==> src/lms_ctrl_regs.vh <==
`ifndef LMS_CTRL_REGS_VH
`define LMS_CTRL_REGS_VH

`define LMS_MODE_HW        2'h0
`define LMS_MODE_SERIAL    2'h1
`define LMS_MODE_MOTOROLA  2'h2
`define LMS_MODE_INTEL     2'h3

`define LMS_ADDR_GEN_CFG   7'h02
`define LMS_ADDR_STATUS    7'h03
`define LMS_GEN_CFG_RST    8'h00
`define LMS_BIT_LINE_STD   0
`define LMS_READ_NONE      8'h00

`define LMS_TPL_E1_75      4'h0
`define LMS_TPL_E1_120     4'h1

`define LMS_CLK_PERIOD_PS  4000
`define LMS_RST_MIN_PS     100000
`define LMS_RST_MIN_CYC    ((`LMS_RST_MIN_PS + `LMS_CLK_PERIOD_PS - 1) / `LMS_CLK_PERIOD_PS)
`define LMS_RST_CNT_W      6
`define LMS_BIT_LAST       3'h7

`define LMS_SYNC_W         36

`endif

==> src/lms_ctrl_mode.v <==
`include "lms_ctrl_regs.vh"
`timescale 1ns/1ps
`default_nettype none
module lms_ctrl_mode (
    input  wire       REF_CLK,
    input  wire       RESET,
    input  wire       HW_RESET_N,
    input  wire [1:0] CONTROL_MODE_SELECT,
    input  wire       DRIVER_FLOAT_CONTROL,
    input  wire       CHIP_SELECT_N,
    input  wire       SERIAL_CLK,
    input  wire       SERIAL_EDGE_SELECT,
    input  wire       SERIAL_IN,
    output wire       SERIAL_OUT,
    output wire       SERIAL_OUT_OE,
    input  wire [7:0] AD_IN,
    output wire [7:0] AD_OUT,
    output wire       AD_OE,
    input  wire       DATA_STROBE_OR_READ_N,
    input  wire       READ_WRITE_OR_WRITE_N,
    input  wire       ADDRESS_LATCH_STROBE,
    output wire       ACK_OR_READY,
    output wire       ACK_OR_READY_OE,
    output wire       INT_N_OUT,
    output wire       INT_N_OE,
    input  wire [3:0] LINE_TEMPLATE_SELECT,
    input  wire       RECV_CLOCK_EDGE_SELECT,
    input  wire [1:0] LOOPBACK_SELECT,
    input  wire [1:0] TRANSMIT_SEQUENCE_SELECT,
    input  wire [1:0] JITTER_ATTENUATOR_SELECT,
    input  wire       MONITOR_GAIN_SELECT,
    input  wire       TERMINATION_SELECT,
    input  wire       RECEIVE_GAIN_RANGE_SELECT,
    input  wire       RECEIVER_POWERDOWN,
    input  wire [1:0] DATAPATH_OPERATING_MODE,
    output wire       DEVICE_RESET,
    output wire [1:0] CONTROL_MODE,
    output wire       LINE_STANDARD_T1,
    output wire       TX_DRIVER_OE,
    output wire [7:0] GENERAL_CONFIG,
    output wire [3:0] CFG_TEMPLATE,
    output wire       CFG_TERM_SEL,
    output wire       CFG_RECV_CLOCK_EDGE,
    output wire [1:0] CFG_LOOPBACK,
    output wire [1:0] CFG_TX_SEQUENCE,
    output wire [1:0] CFG_JITTER_ATTEN,
    output wire       CFG_MONITOR_GAIN,
    output wire       CFG_RECEIVE_GAIN,
    output wire       CFG_RECEIVER_PD,
    output wire [1:0] CFG_DATAPATH_MODE
);
    wire [`LMS_SYNC_W-1:0] raw_pins;
    wire [`LMS_SYNC_W-1:0] syn;

    assign raw_pins = {HW_RESET_N, CONTROL_MODE_SELECT, DRIVER_FLOAT_CONTROL,
                       CHIP_SELECT_N, SERIAL_CLK, SERIAL_EDGE_SELECT, SERIAL_IN,
                       AD_IN, DATA_STROBE_OR_READ_N, READ_WRITE_OR_WRITE_N,
                       ADDRESS_LATCH_STROBE, LINE_TEMPLATE_SELECT,
                       RECV_CLOCK_EDGE_SELECT, LOOPBACK_SELECT,
                       TRANSMIT_SEQUENCE_SELECT, JITTER_ATTENUATOR_SELECT,
                       MONITOR_GAIN_SELECT, TERMINATION_SELECT,
                       RECEIVE_GAIN_RANGE_SELECT, RECEIVER_POWERDOWN,
                       DATAPATH_OPERATING_MODE};

    // every pin except RESET goes through two flops before any logic reads it
    lms_sync #(
        .W (`LMS_SYNC_W)
    ) u_sync (
        .clk  (REF_CLK),
        .din  (raw_pins),
        .dout (syn)
    );

    wire       s_rst_n     = syn[35];
    wire [1:0] s_mode      = syn[34:33];
    wire       s_float     = syn[32];
    wire       s_cs_n      = syn[31];
    wire       s_sclk      = syn[30];
    wire       s_edge      = syn[29];
    wire       s_sdi       = syn[28];
    wire [7:0] s_ad        = syn[27:20];
    wire       s_data_strobe_or_read_n   = syn[19];
    wire       s_rw_wr_n   = syn[18];
    wire       s_ale       = syn[17];
    wire [3:0] s_template  = syn[16:13];
    wire [12:0] s_hw_pins  = syn[12:0];

    // hardware reset qualification
    reg [`LMS_RST_CNT_W-1:0] rst_cnt_ff;
    reg                      hw_rst_ff;
    wire                     dev_rst = RESET | hw_rst_ff;

    always @(posedge REF_CLK) begin
        if (RESET) begin
            rst_cnt_ff <= {`LMS_RST_CNT_W{1'b0}};
            hw_rst_ff  <= 1'b0;
        end else if (s_rst_n) begin
            rst_cnt_ff <= {`LMS_RST_CNT_W{1'b0}};
            hw_rst_ff  <= 1'b0;
        end else if (rst_cnt_ff >= `LMS_RST_MIN_CYC) begin
            hw_rst_ff  <= 1'b1;
        end else begin
            rst_cnt_ff <= rst_cnt_ff + 1'b1;
        end
    end

    // control mode is a strap: tracked only while reset holds
    reg [1:0] mode_ff;

    always @(posedge REF_CLK) begin
        if (dev_rst) begin
            mode_ff <= s_mode;
        end
    end

    wire is_hw     = (mode_ff == `LMS_MODE_HW);
    wire is_serial = (mode_ff == `LMS_MODE_SERIAL);
    wire is_moto   = (mode_ff == `LMS_MODE_MOTOROLA);
    wire is_intel  = (mode_ff == `LMS_MODE_INTEL);

    // register file
    reg  [7:0] gen_cfg_ff;
    wire       wr_en;
    wire [6:0] wr_addr;
    wire [7:0] wr_data;
    reg  [7:0] rd_data;
    wire [6:0] rd_addr;
    wire       line_t1;
    wire [7:0] status_val = {4'h0, s_float, line_t1, mode_ff};

    always @(posedge REF_CLK) begin
        if (dev_rst) begin
            gen_cfg_ff <= `LMS_GEN_CFG_RST;
        end else if (wr_en && !is_hw && wr_addr == `LMS_ADDR_GEN_CFG) begin
            gen_cfg_ff <= wr_data;
        end
    end

    always @* begin
        case (rd_addr)
            `LMS_ADDR_GEN_CFG: rd_data = gen_cfg_ff;
            `LMS_ADDR_STATUS:  rd_data = status_val;
            default:           rd_data = `LMS_READ_NONE;
        endcase
    end

    // serial port
    reg       sclk_p_ff;
    reg [2:0] bit_cnt_ff;
    reg       phase_ff;
    reg       ser_rd_ff;
    reg [6:0] ser_addr_ff;
    reg [7:0] rx_sh_ff;
    reg [7:0] tx_sh_ff;
    reg       sdo_ff;
    reg       ser_wr_ff;
    reg [7:0] ser_wdata_ff;

    wire rise = s_sclk & ~sclk_p_ff;
    wire fall = ~s_sclk & sclk_p_ff;
    wire samp_edge = s_edge ? rise : fall;
    wire lnch_edge = s_edge ? fall : rise;
    wire [7:0] rx_next = {rx_sh_ff[6:0], s_sdi};
    wire ser_act = is_serial & ~s_cs_n;

    always @(posedge REF_CLK) begin
        if (dev_rst) begin
            sclk_p_ff    <= 1'b0;
            bit_cnt_ff   <= 3'h0;
            phase_ff     <= 1'b0;
            ser_rd_ff    <= 1'b0;
            ser_addr_ff  <= 7'h00;
            rx_sh_ff     <= 8'h00;
            tx_sh_ff     <= 8'h00;
            sdo_ff       <= 1'b0;
            ser_wr_ff    <= 1'b0;
            ser_wdata_ff <= 8'h00;
        end else begin
            sclk_p_ff <= s_sclk;
            ser_wr_ff <= 1'b0;
            if (!ser_act) begin
                bit_cnt_ff <= 3'h0;
                phase_ff   <= 1'b0;
                ser_rd_ff  <= 1'b0;
            end else begin
                if (samp_edge) begin
                    rx_sh_ff   <= rx_next;
                    bit_cnt_ff <= bit_cnt_ff + 1'b1;
                    if (bit_cnt_ff == `LMS_BIT_LAST) begin
                        if (!phase_ff) begin
                            phase_ff    <= 1'b1;
                            ser_rd_ff   <= rx_next[7];
                            ser_addr_ff <= rx_next[6:0];
                            tx_sh_ff    <= rd_data_ser(rx_next[6:0]);
                        end else if (!ser_rd_ff) begin
                            ser_wr_ff    <= 1'b1;
                            ser_wdata_ff <= rx_next;
                            phase_ff     <= 1'b0;
                        end else begin
                            phase_ff <= 1'b0;
                            ser_rd_ff <= 1'b0;
                        end
                    end
                end
                // msb goes out first, then the register shifts
                if (lnch_edge && phase_ff && ser_rd_ff) begin
                    sdo_ff   <= tx_sh_ff[7];
                    tx_sh_ff <= {tx_sh_ff[6:0], 1'b0};
                end
            end
        end
    end

    function [7:0] rd_data_ser;
        input [6:0] a;
        begin
            case (a)
                `LMS_ADDR_GEN_CFG: rd_data_ser = gen_cfg_ff;
                `LMS_ADDR_STATUS:  rd_data_ser = status_val;
                default:           rd_data_ser = `LMS_READ_NONE;
            endcase
        end
    endfunction

    assign SERIAL_OUT    = sdo_ff;
    assign SERIAL_OUT_OE = ser_act & phase_ff & ser_rd_ff;

    // parallel multiplexed port
    reg       ale_p_ff;
    reg [6:0] par_addr_ff;
    reg       par_busy_ff;
    reg       par_wr_ff;
    reg [7:0] par_wdata_ff;
    reg       ack_ff;
    reg [7:0] ad_out_ff;

    wire par_mode = is_moto | is_intel;
    wire par_act  = par_mode & ~s_cs_n;
    wire p_read  = is_moto ? (~s_data_strobe_or_read_n & s_rw_wr_n) : ~s_data_strobe_or_read_n;
    wire p_write = is_moto ? (~s_data_strobe_or_read_n & ~s_rw_wr_n) : ~s_rw_wr_n;
    wire p_strb  = p_read | p_write;

    // latch address, then one access per strobe
    always @(posedge REF_CLK) begin
        if (dev_rst) begin
            ale_p_ff     <= 1'b0;
            par_addr_ff  <= 7'h00;
            par_busy_ff  <= 1'b0;
            par_wr_ff    <= 1'b0;
            par_wdata_ff <= 8'h00;
            ack_ff       <= 1'b0;
            ad_out_ff    <= 8'h00;
        end else begin
            ale_p_ff  <= s_ale;
            par_wr_ff <= 1'b0;
            if (par_mode && ale_p_ff && !s_ale) begin
                par_addr_ff <= s_ad[6:0];
            end
            if (!par_act || !p_strb) begin
                par_busy_ff <= 1'b0;
                ack_ff      <= 1'b0;
            end else if (!par_busy_ff) begin
                par_busy_ff <= 1'b1;
                ack_ff      <= 1'b1;
                if (p_write) begin
                    par_wr_ff    <= 1'b1;
                    par_wdata_ff <= s_ad;
                end else begin
                    ad_out_ff <= rd_data;
                end
            end
        end
    end

    assign AD_OUT          = ad_out_ff;
    assign AD_OE           = par_act & p_read & ack_ff;
    // motorola acknowledge is active low, intel ready active high
    assign ACK_OR_READY    = is_moto ? ~ack_ff : ack_ff;
    assign ACK_OR_READY_OE = par_act;

    assign rd_addr = par_addr_ff;
    assign wr_en   = is_serial ? ser_wr_ff : (par_mode & par_wr_ff);
    assign wr_addr = is_serial ? ser_addr_ff : par_addr_ff;
    assign wr_data = is_serial ? ser_wdata_ff : par_wdata_ff;

    // no event source in this block, so the open-drain line stays released
    assign INT_N_OUT = 1'b0;
    assign INT_N_OE  = 1'b0;

    // hardware configuration
    reg [7:0]  gcfg_q_ff;
    reg [3:0]  tpl_ff;
    reg [12:0] hw_ff;
    reg        t1_ff;
    reg        float_ff;

    wire hw_t1 = (s_template != `LMS_TPL_E1_75) && (s_template != `LMS_TPL_E1_120);

    // pins drive config in hardware mode
    always @(posedge REF_CLK) begin
        if (dev_rst) begin
            tpl_ff <= 4'h0;
            hw_ff  <= 13'h0000;
            t1_ff  <= 1'b0;
        end else if (is_hw) begin
            tpl_ff <= s_template;
            hw_ff  <= s_hw_pins;
            t1_ff  <= hw_t1;
        end else begin
            tpl_ff <= 4'h0;
            hw_ff  <= 13'h0000;
            t1_ff  <= gen_cfg_ff[`LMS_BIT_LINE_STD];
        end
    end

    always @(posedge REF_CLK) begin
        if (RESET) begin
            float_ff  <= 1'b1;
            gcfg_q_ff <= `LMS_GEN_CFG_RST;
        end else begin
            float_ff  <= s_float;
            gcfg_q_ff <= gen_cfg_ff;
        end
    end

    assign line_t1             = t1_ff;
    assign DEVICE_RESET        = dev_rst;
    assign CONTROL_MODE        = mode_ff;
    assign LINE_STANDARD_T1    = t1_ff;
    assign TX_DRIVER_OE        = ~float_ff;
    assign GENERAL_CONFIG      = gcfg_q_ff;
    assign CFG_TEMPLATE        = tpl_ff;
    assign CFG_RECV_CLOCK_EDGE = hw_ff[12];
    assign CFG_LOOPBACK        = hw_ff[11:10];
    assign CFG_TX_SEQUENCE     = hw_ff[9:8];
    assign CFG_JITTER_ATTEN    = hw_ff[7:6];
    assign CFG_MONITOR_GAIN    = hw_ff[5];
    assign CFG_TERM_SEL        = hw_ff[4];
    assign CFG_RECEIVE_GAIN    = hw_ff[3];
    assign CFG_RECEIVER_PD     = hw_ff[2];
    assign CFG_DATAPATH_MODE   = hw_ff[1:0];
endmodule
`default_nettype wire

==> src/lms_sync.v <==
`timescale 1ns/1ps
`default_nettype none
module lms_sync #(
    parameter W = 1
) (
    input  wire         clk,
    input  wire [W-1:0] din,
    output wire [W-1:0] dout
);
    reg [W-1:0] meta_ff;
    reg [W-1:0] sync_ff;

    // no reset: these only ever carry pin levels toward the core
    always @(posedge clk) begin
        meta_ff <= din;
        sync_ff <= meta_ff;
    end

    assign dout = sync_ff;
endmodule
`default_nettype wire

==> config.mk <==
export PLATFORM = sky130hd
export DESIGN_NAME = lms_ctrl_mode
export DESIGN_NICKNAME = d
export VERILOG_FILES = /design/src/lms_ctrl_mode.v /design/src/lms_sync.v
export VERILOG_INCLUDE_DIRS = /design/src
export SDC_FILE = /design/constraint.sdc
export NUM_CORES = 1
export LEC_CHECK = 0
export BUFFER_PORTS_ARGS = -buffer_cell sky130_fd_sc_hd__buf_4
export CORE_UTILIZATION = 35
export DETAILED_ROUTE_END_ITERATION = 12
export PLACE_DENSITY = 0.63
export SETUP_SLACK_MARGIN = 0.1
export SLEW_MARGIN = 10
export SYNTH_ARGS = -nofsm -noshare
export SYNTH_HDL_FRONTEND = slang
export SYNTH_SLANG_ARGS = --single-unit
==> constraint.sdc <==
create_clock -name REF_CLK -period 3.3 [get_ports REF_CLK]
set_clock_uncertainty 0.1 [all_clocks]
set_input_delay 0.495 -clock REF_CLK [delete_from_list [all_inputs] [get_ports REF_CLK]]
set_output_delay 0.495 -clock REF_CLK [all_outputs]
set_load 0.03 [all_outputs]
Word-level counts from Yosys, hierarchy flattened:

Index checks and enable logic that the tools add are counted.

* register bits: 181
* latch bits: 0
* bits in writable memories: 0
* ROM bits: 0
* bits of input ports: 38
* output and inout bits: 45
* word-level logic and storage cells: 122
* memories: 0

* $add $sub $neg: 2
* $mul: 0
* div/mod/pow operators: 0
* magnitude comparators: 1
* equal/unequal tests: 11
* shift operators: 0
* multiplexer cells: 20
* bitwise gates (word level): 30
* reduce and logical (&&, ||, !) cells: 30

Operators with widths (count)
* 8-bit two-way mux: 5
* 7-bit by 2-bit equality test with 1-bit output, second input constant: 5
* 8-bit one-hot mux with 2 select lines: 2
* 1-bit inverter: 16
* 1-bit two-way mux: 12
* 1-bit bitwise AND: 11
* 4-bit AND reduction: 2
* 2-bit OR reduction: 4
* 1-bit logical AND: 7
* 7-bit two-way mux: 1
* 6-bit by 1-bit adder with 6-bit output, second input constant: 1
* 6-bit by 5-bit >= comparator with 1-bit output, second input constant: 1
* 2-bit AND reduction: 3
* 3-bit AND reduction: 2
* 5-bit AND reduction: 1
* 5-bit OR reduction: 1
* 2-bit equality test, second input constant: 2
* 1-bit zero test: 4
* 4-bit by 1-bit != test with 1-bit output, second input constant: 1
* 2-bit nonzero test: 2
* 4-bit nonzero test: 1
* 3-bit by 1-bit adder with 3-bit output, second input constant: 1
* 3-bit equality test, second input constant: 1
* 1-bit bitwise OR: 3
* other kinds (5): 5

Logic depth before layout (Yosys ltp):

Gate-level depths: netlist of the first run.

* depth after elaboration: 8
* gate-level depth with buffers: 7
* depth with buffers taken out: 6

Cells and area by module:

From an unflattened synthesis of the first run, not the netlist that was laid out.

* cells, all modules: 505
* area, all modules: 5874.4 um^2

By module, submodules not included
* lms_ctrl_mode: instances 1, cells each 433, area an instance 4433.0 um^2, seq. area each 2202.1 um^2
* lms_sync: instances 1, cells each 72, area an instance 1441.4 um^2, seq. area each 1441.4 um^2

Worst setup path after synthesis of the first run:

No wires, ideal clock.

* path type: reg-to-output
* start: register mode_ff[1], in the netlist CONTROL_MODE[1]
* end: output port AD_OE
* arrival: 1819 ps
* data required time: 2705 ps
* path slack: 886 ps
* cell stages (with the launch flop): 4
* path buffers: 1
* cells stage by stage: edfxtp_1 -> buf_2 -> nand2b_1 -> nor4_1

* word-level cells in the longest chain between the ends: 5
* elaborated cells on any way between the ends: 7
* those cells by class: eq/ne (2); mux (1); bitwise (4)

RTL lines
* start: declaration: RTL line lms_ctrl_mode.v:108 `reg [1:0] mode_ff;`
* start signal: assignment: RTL line lms_ctrl_mode.v:112 `mode_ff <= s_mode;`
* 2-bit equality test (no line)
* 1-bit bitwise OR: RTL line lms_ctrl_mode.v:237 `wire par_mode = is_moto | is_intel;`
* 1-bit bitwise AND: RTL line lms_ctrl_mode.v:238 `wire par_act = par_mode & ~s_cs_n;`
* 1-bit bitwise AND * (2 in series): RTL line lms_ctrl_mode.v:276 `assign AD_OE = par_act & p_read & ack_ff;`
* end: declaration: RTL line lms_ctrl_mode.v:18 `output wire AD_OE,`

Every way passes the cells marked *; elsewhere a longest branch is shown, timed or not.

Final worst setup path of the first run:

* start: register mode_ff[0], in the netlist CONTROL_MODE[0]
* end: output port SERIAL_OUT_OE

* word-level cells in the longest chain between the ends: 4

RTL lines
* 2-bit by 1-bit equality test with 1-bit output (no line)
* 1-bit bitwise AND: RTL line lms_ctrl_mode.v:164 `wire ser_act = is_serial & ~s_cs_n;`
* 1-bit bitwise AND (2 in series): RTL line lms_ctrl_mode.v:226 `assign SERIAL_OUT_OE = ser_act & phase_ff & ser_rd_ff;`
* end: declaration: RTL line lms_ctrl_mode.v:15 `output wire SERIAL_OUT_OE,`

No other way between the ends.

==> impl_metrics.json, run 1 <==
{
  "status": "finished clean",
  "tritoncts": "yes",
  "start_kind": "register",
  "htree_levels": 4,
  "post_cts_resized": 0,
  "ys_seq_area_share_pct": 62.8,
  "synth_ff_type": "dfxtp_1",
  "finalPower_mw": 4.35,
  "antenna_found_initial": 0,
  "dpl.cell_count": 794,
  "fin_cells": 826,
  "grt_use_total_pct": 14.8,
  "drive_gt1_share_pct": 22.3,
  "hp-start": "CONTROL_MODE_SELECT[1]",
  "drt_wl_total_um": 11500,
  "tns_ns": 0,
  "slowest_stage": "edfxtp_1",
  "slew_viol_final": 0,
  "ys_types": 52,
  "crit_path_max_fanout": 12,
  "drc": 0,
  "endpoint_kind": "primary output",
  "die_w_um": 131,
  "start_util_pct": 36.1,
  "syn_to_final_growth_pct": 22.8,
  "wl_per_cell_um": 13.9,
  "min_path_type": "in -> reg",
  "setup_viol": 0,
  "path_class": "reg -> out",
  "rsz0062_at_grt": "no",
  "syn-cell-area_um2": 5800,
  "die_h_um": 131,
  "slew_headroom_pct": 29.2,
  "clock-root-buffer": "clkbuf_16",
  "clock_latency_ns": 0.43,
  "crit_start": "CONTROL_MODE[0]",
  "grt_pass1_wl_um": 19100,
  "netlist_instances": 524,
  "drtPass1Iterations": 4,
  "worstPathCellList": "nor2b_1 > buf_4 > nand2b_1 > nor2_1 > buf_4",
  "period_needed_ns": 2.47,
  "vias": 3770,
  "io_pins": 83,
  "post_synth.cell_area_avg_um2": 11.1,
  "async_reset_ff_share_pct": 0,
  "yosys_warnings": 0,
  "drt_iter0_markers": 255,
  "leakage_nw": 3.18,
  "gr-total-overflow": 0,
  "cts_hold_buf": 0,
  "rr_startpoint": "CONTROL_MODE[1]",
  "cp_common_cell": "buf_4",
  "ir_drop_v": 0.000361,
  "path_clk_slew_ns": 0.07,
  "cts_made_buffers": 17,
  "hold_violations": 0,
  "portBuffers": 80,
  "core_um2": 16100,
  "cts_setup_buffers": 0,
  "diodes": 0,
  "power_density_nw_per_um2": 611,
  "slowest_delay_ns": 0.56,
  "max_freq_ghz": 0.405,
  "fin_nets": 640,
  "via_per_inst": 4.56,
  "ys_ff_latch": 181,
  "cp_num_buf_inv": 2,
  "place_congestion": 0.761,
  "max_slew.worst_pin.slew_ns": 1.06,
  "grt_pass1_vias": 3725,
  "die-area_um2": 17100,
  "clockBufferDepth": 2,
  "period_share_pct": 74.8,
  "dpl.hpwl_um": 8070,
  "synth_edf_count": 2,
  "critPathTopFamily": "flip-flops",
  "max_cap_violations": 0,
  "critPathArrivalTime_ns": 1.87,
  "rows": 46,
  "cts.sinks": 181,
  "antenna_violating_nets_post_route": 0,
  "cp.required_ns": 2.70,
  "grt_max_degree": 45
}
==> metal layers <==
metal	routed length, µm	GRT usage (%)
met5	0	0
met4	160	5.48
met3	594	4.97
met2	5290	22.9
met1	5450	19.0
==> worst paths after layout <==
path                        endpoint  slack (ns)  cells past startpoint
setup / recovery       SERIAL_OUT_OE        0.83                      5
hold / removal    u_sync.meta_ff[34]        0.06                      1
hold reg to reg      u_sync.dout[16]        0.22                      0
setup reg to reg     ser_wdata_ff[4]        1.17                      4
==> sequential cells by signal (all words and copies together), names as in the netlist, 4 cells and up <==
signal / cells
par_wdata_ff: 8
gen_cfg_ff: 8
u_sync.meta_ff: 36
tx_sh_ff: 8
CFG_TEMPLATE: 4
ser_wdata_ff: 8
hw_ff: 13
rx_sh_ff: 7
ser_addr_ff: 7
GENERAL_CONFIG: 8
rst_cnt_ff: 6
par_addr_ff: 7
u_sync.dout: 36
AD_OUT: 8
==> final cells by class <==
cell class	instances	area, µm²
clock buffer	17	425
clock inverter	15	138
fill	1510	8930
inverter	15	56.3
multi-input combinational	298	1960
sequential	181	3640
tap	216	270
timing repair buffer	84	631
==> cell families after synthesis <==
logic type                 after synthesis  share of synthesized area, %
xor gates and xnor gates                 5                         0.755
DFF                                    181                          62.8
adders and majority gates                5                          1.08
AOI/OAI and AO/OA                       53                          6.43
muxes                                   56                          9.75
other                                    1                        0.0646
and+or+nand+nor                        177                          15.7
buffers and inverters                   46                          3.45
==> where the power goes <==
part	leakage, nW	internal, mW	switching, mW	total, mW
Combinational	1.42	0.0751	0.0927	0.168
Sequential	1.49	2.25	0.0290	2.28
Clock	0.269	0.997	0.906	1.90
==> Yosys cell counts, types with 3 or more instances <==
library cell	count	area share, %
nor2b_1	8	0.86
a22oi_1	4	0.52
o21ai_0	4	0.35
mux2_2	4	0.78
inv_1	15	0.97
a21oi_1	19	1.6
or2_2	3	0.32
or3_1	10	1.1
buf_4	3	0.39
a32oi_1	4	0.60
o31ai_1	7	0.91
nand2b_1	3	0.32
clkbuf_1	20	1.3
xnor2_1	4	0.60
nor4_1	6	0.65
and3_1	18	1.9
buf_2	7	0.60
mux2i_1	52	9.0
ha_1	5	1.1
nand2_1	27	1.7
nor2_1	74	4.8
nor3_1	7	0.60
dfxtp_1	179	62
o21ai_2	3	0.45
==> cell usage in the layout (no fill, tap or decap), drive strengths merged, types with 5 or more instances in the layout <==
master and instances:
inv 23, nor4 8, mux2i 52, nor2 75
dfxtp 179, buf 84, nor3 7, or3 10
clkbuf 17, o31ai 7, and3 18, a21oi 19
nand2 27, ha 5, o21ai 7, nor2b 8
==> through the flow <==
| step | instance area, µm² | setup slack [ns] | hold WS, ns | util (%) |
|---|---|---|---|---|
| floorplan | 5810 | 0.886 | 0.210 | - |
| global placement | 6560 | 1.27 | 0.210 | 40.9 |
| detailed placement | 6560 | 1.20 | 0.212 | 40.9 |
| CTS | 7130 | 0.790 | 0.0393 | 44.4 |
| global route | 7130 | 0.688 | 0.0412 | 44.4 |
| finish | 7130 | 0.831 | 0.0639 | 44.4 |
==> worst reg2reg max path, delay by kind of cell, from the launching register on <==
family          cells  cell delay, ns
compound gates      1            0.57
flops               1            0.57
mux                 1            0.25
simple gates        2            0.54
Note: power is estimated with default switching activity, not from simulation.
==> run 2: changes to the inputs <==
--- a/config.mk
+++ b/config.mk
@@ -6,10 +6,11 @@
 export SDC_FILE = /design/constraint.sdc
 export NUM_CORES = 1
 export LEC_CHECK = 0
+export ABC_AREA = 1
 export BUFFER_PORTS_ARGS = -buffer_cell sky130_fd_sc_hd__buf_4
 export CORE_UTILIZATION = 35
 export DETAILED_ROUTE_END_ITERATION = 12
-export PLACE_DENSITY = 0.63
+export PLACE_DENSITY = 0.65
 export SETUP_SLACK_MARGIN = 0.1
 export SLEW_MARGIN = 10
 export SYNTH_ARGS = -nofsm -noshare
==> constraint.sdc (replaced) <==
create_clock -name REF_CLK -period 2.1 [get_ports REF_CLK]
set_clock_uncertainty 0.1 [all_clocks]
set_input_delay 0.315 -clock REF_CLK [delete_from_list [all_inputs] [get_ports REF_CLK]]
set_output_delay 0.315 -clock REF_CLK [all_outputs]
set_load 0.03 [all_outputs]
==> run 2 against run 1 <==
Effect of this change: highest routed layer unchanged; utilization increased by 2.9 points; cell count grew 25%; power is 63% higher; largest power group unchanged; synthesized cell count grew 28%; critical endpoint unchanged; area after synthesis rose by 2.8%; register-to-register slack got worse by 0.87 ns; setup slack got worse by 0.76 ns; via count up 20%; cell area up 10%.
==> impl_metrics.json, run 2 <==
{
  "status": "finished clean",
  "p_sw_share_pct": 22.6,
  "clock_latency_ns": 0.43,
  "synth-adder-area-share_pct": 1.05,
  "hold_violations": 0,
  "place_congestion": 0.794,
  "grt_pass1_wl_um": 20000,
  "synthTopCellsByCount": "dfxtp_1, nand2_1, inv_1",
  "synth_top_area_share_pct": 60.1,
  "drt_wl_total_um": 12300,
  "netlist.top_cell.by_area": "dfxtp_1",
  "p_clk_share_pct": 43.6,
  "antenna_violating_nets_post_route": 0,
  "die_w_um": 133,
  "synth_ff_type": "dfxtp_1",
  "synth_compound_area_share_pct": 9.13,
  "rows": 47,
  "io_pins": 83,
  "grt_use_total_pct": 14.8,
  "cts.sinks": 181,
  "dpl.cell_count": 961,
  "wl_met2_um": 5940,
  "leakage_nw": 3.55,
  "drive_gt1_share_pct": 20.1,
  "synthMostInstantiatedCell": "dfxtp_1",
  "num-fill-cells": 1565,
  "synth_area_leaders": "dfxtp_1, nand2_1, inv_1, nor2_1, a21oi_1",
  "synth_edf_count": 2,
  "ys_seq_area_share_pct": 61.1,
  "tritoncts": "yes",
  "wl_per_cell_um": 11.9,
  "synth_top_family_by_area": "simple AND/OR/NAND/NOR gates",
  "antenna_found_initial": 0,
  "drc": 0,
  "dpl.hpwl_um": 8370,
  "p_comb_share_pct": 5.7,
  "routed.top_layer": "met4",
  "max_cap_violations": 0,
  "yosys_warnings": 0,
  "die_h_um": 133,
  "tns_ns": 0,
  "grt_pass1_vias": 4127,
  "post_synth.cell_area_avg_um2": 8.90,
  "power_density_nw_per_um2": 906,
  "endpoint_kind": "primary output",
  "mostFrequentLayoutCell": "dfxtp_1",
  "holdWs_ns": 0.0696,
  "switchingPower_mw": 1.61,
  "p_int_mw": 5.49,
  "vias": 4528,
  "ir_drop_v": 0.000674,
  "min_path_type": "in -> reg",
  "fin_nets": 846,
  "async_reset_ff_share_pct": 0,
  "period_share_pct": 96.7,
  "drt_iter0_markers": 177,
  "fin_cells": 1036,
  "syn_to_final_growth_pct": 31.5,
  "netlist_instances": 670,
  "via_per_inst": 4.37,
  "gr-total-overflow": 0,
  "start_util_pct": 36.0,
  "syn-cell-area_um2": 5960,
  "power_frac_seq_pct": 50.7,
  "htree_levels": 4,
  "ys_types": 36,
  "die-area_um2": 17600,
  "cp.required_ns": 1.68,
  "crit_path_max_fanout": 4,
  "setup_viol": 0,
  "wl_met1_um": 5670,
  "path_clk_slew_ns": 0.07,
  "portBuffers": 80,
  "synthMuxAreaShare_pct": 0,
  "cts_made_buffers": 17,
  "grt_max_degree": 55,
  "drtPass1Iterations": 4,
  "ys_ff_latch": 181,
  "diodes": 0,
  "clock-root-buffer": "clkbuf_16",
  "synth_xor_area_share_pct": 0.294,
  "clockBufferDepth": 2,
  "slew_viol_final": 0,
  "critPathArrivalTime_ns": 1.62,
  "path_class": "reg -> out",
  "synth-simple-area-share_pct": 20.4,
  "period_needed_ns": 2.03,
  "rsz0062_at_grt": "yes",
  "max_freq_ghz": 0.492,
  "mostFrequentLayoutCells": "dfxtp_1, nand2_1, buf_4",
  "core_um2": 16600,
  "dr_wl_met3_um": 464,
  "start_kind": "register",
  "r2r_setup_slack_ns": 0.30
}
==> run 2: timing repair <==
action                                 4_1_cts  5_1_grt
gates cloned                                 0        0
setup endpoints to repair                    4        8
hold buffers                                36        0
pin swaps                                    2        0
resized for setup                            3        3
setup buffers                                7        0
endpoints found under the hold margin       36        0
==> run 2: cell type report <==
class | instances | area (µm²) | share of cell area, %
multi-input combinational | 376 | 1890 | 24.1
sequential | 181 | 3640 | 46.5
tap | 220 | 275 | 3.51
clock inverter | 11 | 113 | 1.44
inverter | 94 | 358 | 4.57
clock buffer | 21 | 472 | 6.02
timing repair buffer | 133 | 1090 | 13.9
==> run 2: critical path: stages, from the launching register on <==
cell and delay (ns):
edfxtp_1 0.49, buf_4 0.20, inv_2 0.09, nand3_4 0.11
nor2_4 0.13, buf_4 0.16
==> run 2: cells by family (layout without fill, tap and decap cells) <==
logic type                 after synthesis  after routing
xor gates and xnor gates                 2              2
and+or+nand+nor                        267            267
adders and majority gates                5              5
buffers and inverters                  114            259
AOI/OAI and AO/OA                      100            100
other                                    1              2
DFF                                    181            181
==> run 2: final timing paths <==
| check | endpoint | startpoint | depth (start not counted) |
|---|---|---|---|
| max | SERIAL_OUT_OE | CONTROL_MODE[1] | 5 |
| min | GENERAL_CONFIG[4] | RESET | 2 |
| max reg2reg | tx_sh_ff[3] | CONTROL_MODE[1] | 10 |
| min reg2reg | u_sync.dout[15] | u_sync.meta_ff[15] | 0 |
==> run 2: per-layer routing <==
layer  GRT usage (%)  vias to the layer above
met5               0                        -
met3            3.98                       18
li1                -                     2370
met2            24.5                       89
met1            17.8                     2051
met4            6.77                        0
==> run 2: metrics by stage <==
stage / total power, mW / utilization (%) / cell area (µm²) / setup slack (ns)
after CTS: 7.18 / 47.2 / 7830 / 0.0437
after floorplan: 3.87 / - / 5980 / 0.228
after global routing: 7.38 / 47.3 / 7840 / 0.00556
after detailed placement: 4.01 / 41.1 / 6820 / 0.205
final: 7.10 / 47.3 / 7840 / 0.0688
after global placement: 4.00 / 41.1 / 6820 / 0.292
==> run 2: power groups by stage <==
stage | clock network, mW | logic, mW | registers [mW]
after floorplan | 0 | 0.171 | 3.70
after global placement | 0 | 0.328 | 3.67
after detailed placement | 0 | 0.331 | 3.68
after CTS | 3.18 | 0.404 | 3.60
after global routing | 3.33 | 0.441 | 3.61
final | 3.10 | 0.405 | 3.60
==> run 3: changes to the inputs <==
--- a/config.mk
+++ b/config.mk
@@ -8,9 +8,11 @@
 export LEC_CHECK = 0
 export ABC_AREA = 1
 export BUFFER_PORTS_ARGS = -buffer_cell sky130_fd_sc_hd__buf_4
+export CELL_PAD_IN_SITES_DETAIL_PLACEMENT = 0
+export CELL_PAD_IN_SITES_GLOBAL_PLACEMENT = 1
 export CORE_UTILIZATION = 35
 export DETAILED_ROUTE_END_ITERATION = 12
-export PLACE_DENSITY = 0.65
+export PLACE_DENSITY = 0.79
 export SETUP_SLACK_MARGIN = 0.1
 export SLEW_MARGIN = 10
 export SYNTH_ARGS = -nofsm -noshare
==> run 3 against run 2 <==
Effect of this change: critical path type unchanged; non-clock buffer count down 3; worst hold slack better by 0.011 ns; maximum frequency up 3.6%.
==> impl_metrics.json, run 3 (same netlist as run 2, synthesis figures left out) <==
{
  "rr_worst_depth": 9,
  "start_kind": "register",
  "rows": 47,
  "htree_levels": 4,
  "start_util_pct": 36.0,
  "final_util_pct": 47.1,
  "fin_ws_ns": 0.140,
  "gr-total-overflow": 0,
  "vias": 4414,
  "grt_pass1_wl_um": 20300,
  "ir_drop_v": 0.000693,
  "path_class": "reg -> out",
  "mostFrequentLayoutCells": "dfxtp_1, nand2_1, buf_4",
  "drt_wl_total_um": 12300,
  "multiInputGateArea_um2": 1870,
  "power_density_nw_per_um2": 918,
  "drive_gt1_share_pct": 19.8,
  "grt_pass1_vias": 4270,
  "io_pins": 83,
  "portBuffers": 80,
  "clock-root-buffer": "clkbuf_16",
  "diodes": 0,
  "cp.required_ns": 1.68,
  "syn_to_final_growth_pct": 31.1,
  "endpoint_kind": "primary output",
  "antenna_found_initial": 0,
  "clockBufferDepth": 2,
  "cts_made_buffers": 17,
  "period_needed_ns": 1.96,
  "die-area_um2": 17600,
  "dpl.hpwl_um": 8490,
  "min_path_cells": 2,
  "max_slew.worst_pin.slew_ns": 0.567,
  "dp_worst_setup_slack_ns": 0.330,
  "leakage_nw": 3.54,
  "max_cap_violations": 0,
  "status": "finished clean",
  "slowest_stage": "edfxtp_1",
  "place_congestion": 0.806,
  "worstPathCellList": "buf_6 > nand2_2 > a2111oi_4 > buf_4",
  "r2r_setup_slack_ns": 0.28,
  "max_freq_ghz": 0.510,
  "crit_path_max_fanout": 5,
  "holdWs_ns": 0.0810,
  "min_path_type": "in -> reg",
  "seqCellArea_um2": 3640,
  "setup_viol": 0,
  "wl_per_cell_um": 11.9,
  "slew_headroom_pct": 62.0,
  "antenna_violating_nets_post_route": 0,
  "rr_startpoint": "CONTROL_MODE[0]",
  "num-fill-cells": 1599,
  "slew_viol_final": 0,
  "crit-reg2reg-capture": "gen_cfg_ff[4]",
  "critPathArrivalTime_ns": 1.55,
  "grt_max_degree": 55,
  "hp-start": "RESET",
  "path_clk_slew_ns": 0.07,
  "rsz0062_at_grt": "yes",
  "cts.sinks": 181,
  "core_um2": 16600,
  "fin_nets": 843,
  "period_share_pct": 93.3,
  "clock_latency_ns": 0.43,
  "drtPass1Iterations": 4,
  "crit_start": "CONTROL_MODE[1]",
  "drt_iter0_markers": 180,
  "die_h_um": 133,
  "holdPathEnd": "GENERAL_CONFIG[7]",
  "tns_ns": 0,
  "slowest_delay_ns": 0.43,
  "drc": 0,
  "grt_use_total_pct": 14.9,
  "via_per_inst": 4.27,
  "mostFrequentLayoutCell": "dfxtp_1",
  "hold_violations": 0,
  "die_w_um": 133,
  "tritoncts": "yes"
}
[run 3: changes by cell type in the layout (fill, tap and decap cells not counted), sizes merged]
cell / change
buf: -3
clkbuf: -4
clkinv: +1
inv: +3
[run 3: cell type report]
class	instances	share of cell area [%]
sequential	181	46.6
multi-input combinational	376	23.9
tap	220	3.52
clock inverter	15	2.29
timing repair buffer	130	13.7
inverter	94	4.58
clock buffer	17	5.44
[run 3: where the power goes]
part | internal (mW) | switching, mW
Clock | 1.71 | 1.47
Sequential | 3.55 | 0.0459
Combinational | 0.179 | 0.220
Total | 5.44 | 1.74
[run 3: repair_timing]
item,in CTS,in global routing
resized for setup,1,2
setup buffers,4,0
endpoints found under the setup margin,1,5
endpoints found under the hold margin,36,0
pin swaps,1,0
hold buffers,36,0
[run 3: worst max-delay path by stage]
stage / endpoint / slack [ns] / cells past startpoint
global placement: ser_wdata_ff[5] / 0.38 / 9
CTS: AD_OE / 0.10 / 4
floorplan: tx_sh_ff[1] / 0.23 / 10
finish: AD_OE / 0.14 / 4
global route: AD_OE / 0.06 / 4
detailed placement: ser_wdata_ff[6] / 0.33 / 9
[run 3: metrics by stage]
step | instances | power [mW] | instance area (µm²)
2_1_floorplan | 671 | 3.87 | 5980
3_3_place_gp | 961 | 4.01 | 6820
3_5_place_dp | 961 | 4.01 | 6820
4_1_cts | 1033 | 7.26 | 7810
5_1_grt | 1033 | 7.45 | 7820
6_report | 1033 | 7.18 | 7820
[run 3: routing by layer]
metal	GRT usage, %	vias up	share of wire [%]
met2	25.0	81	48
met5	0	-	0
met3	3.95	13	4.2
met4	6.51	0	1.7
met1	17.9	1958	46
li1	-	2362	-
[run 3: critical path, delay by kind of cell (launching register included)]
family	cells	cell delay, ns
flops	1	0.43
buf+inv	2	0.36
compound gates	1	0.20
simple gates	1	0.12
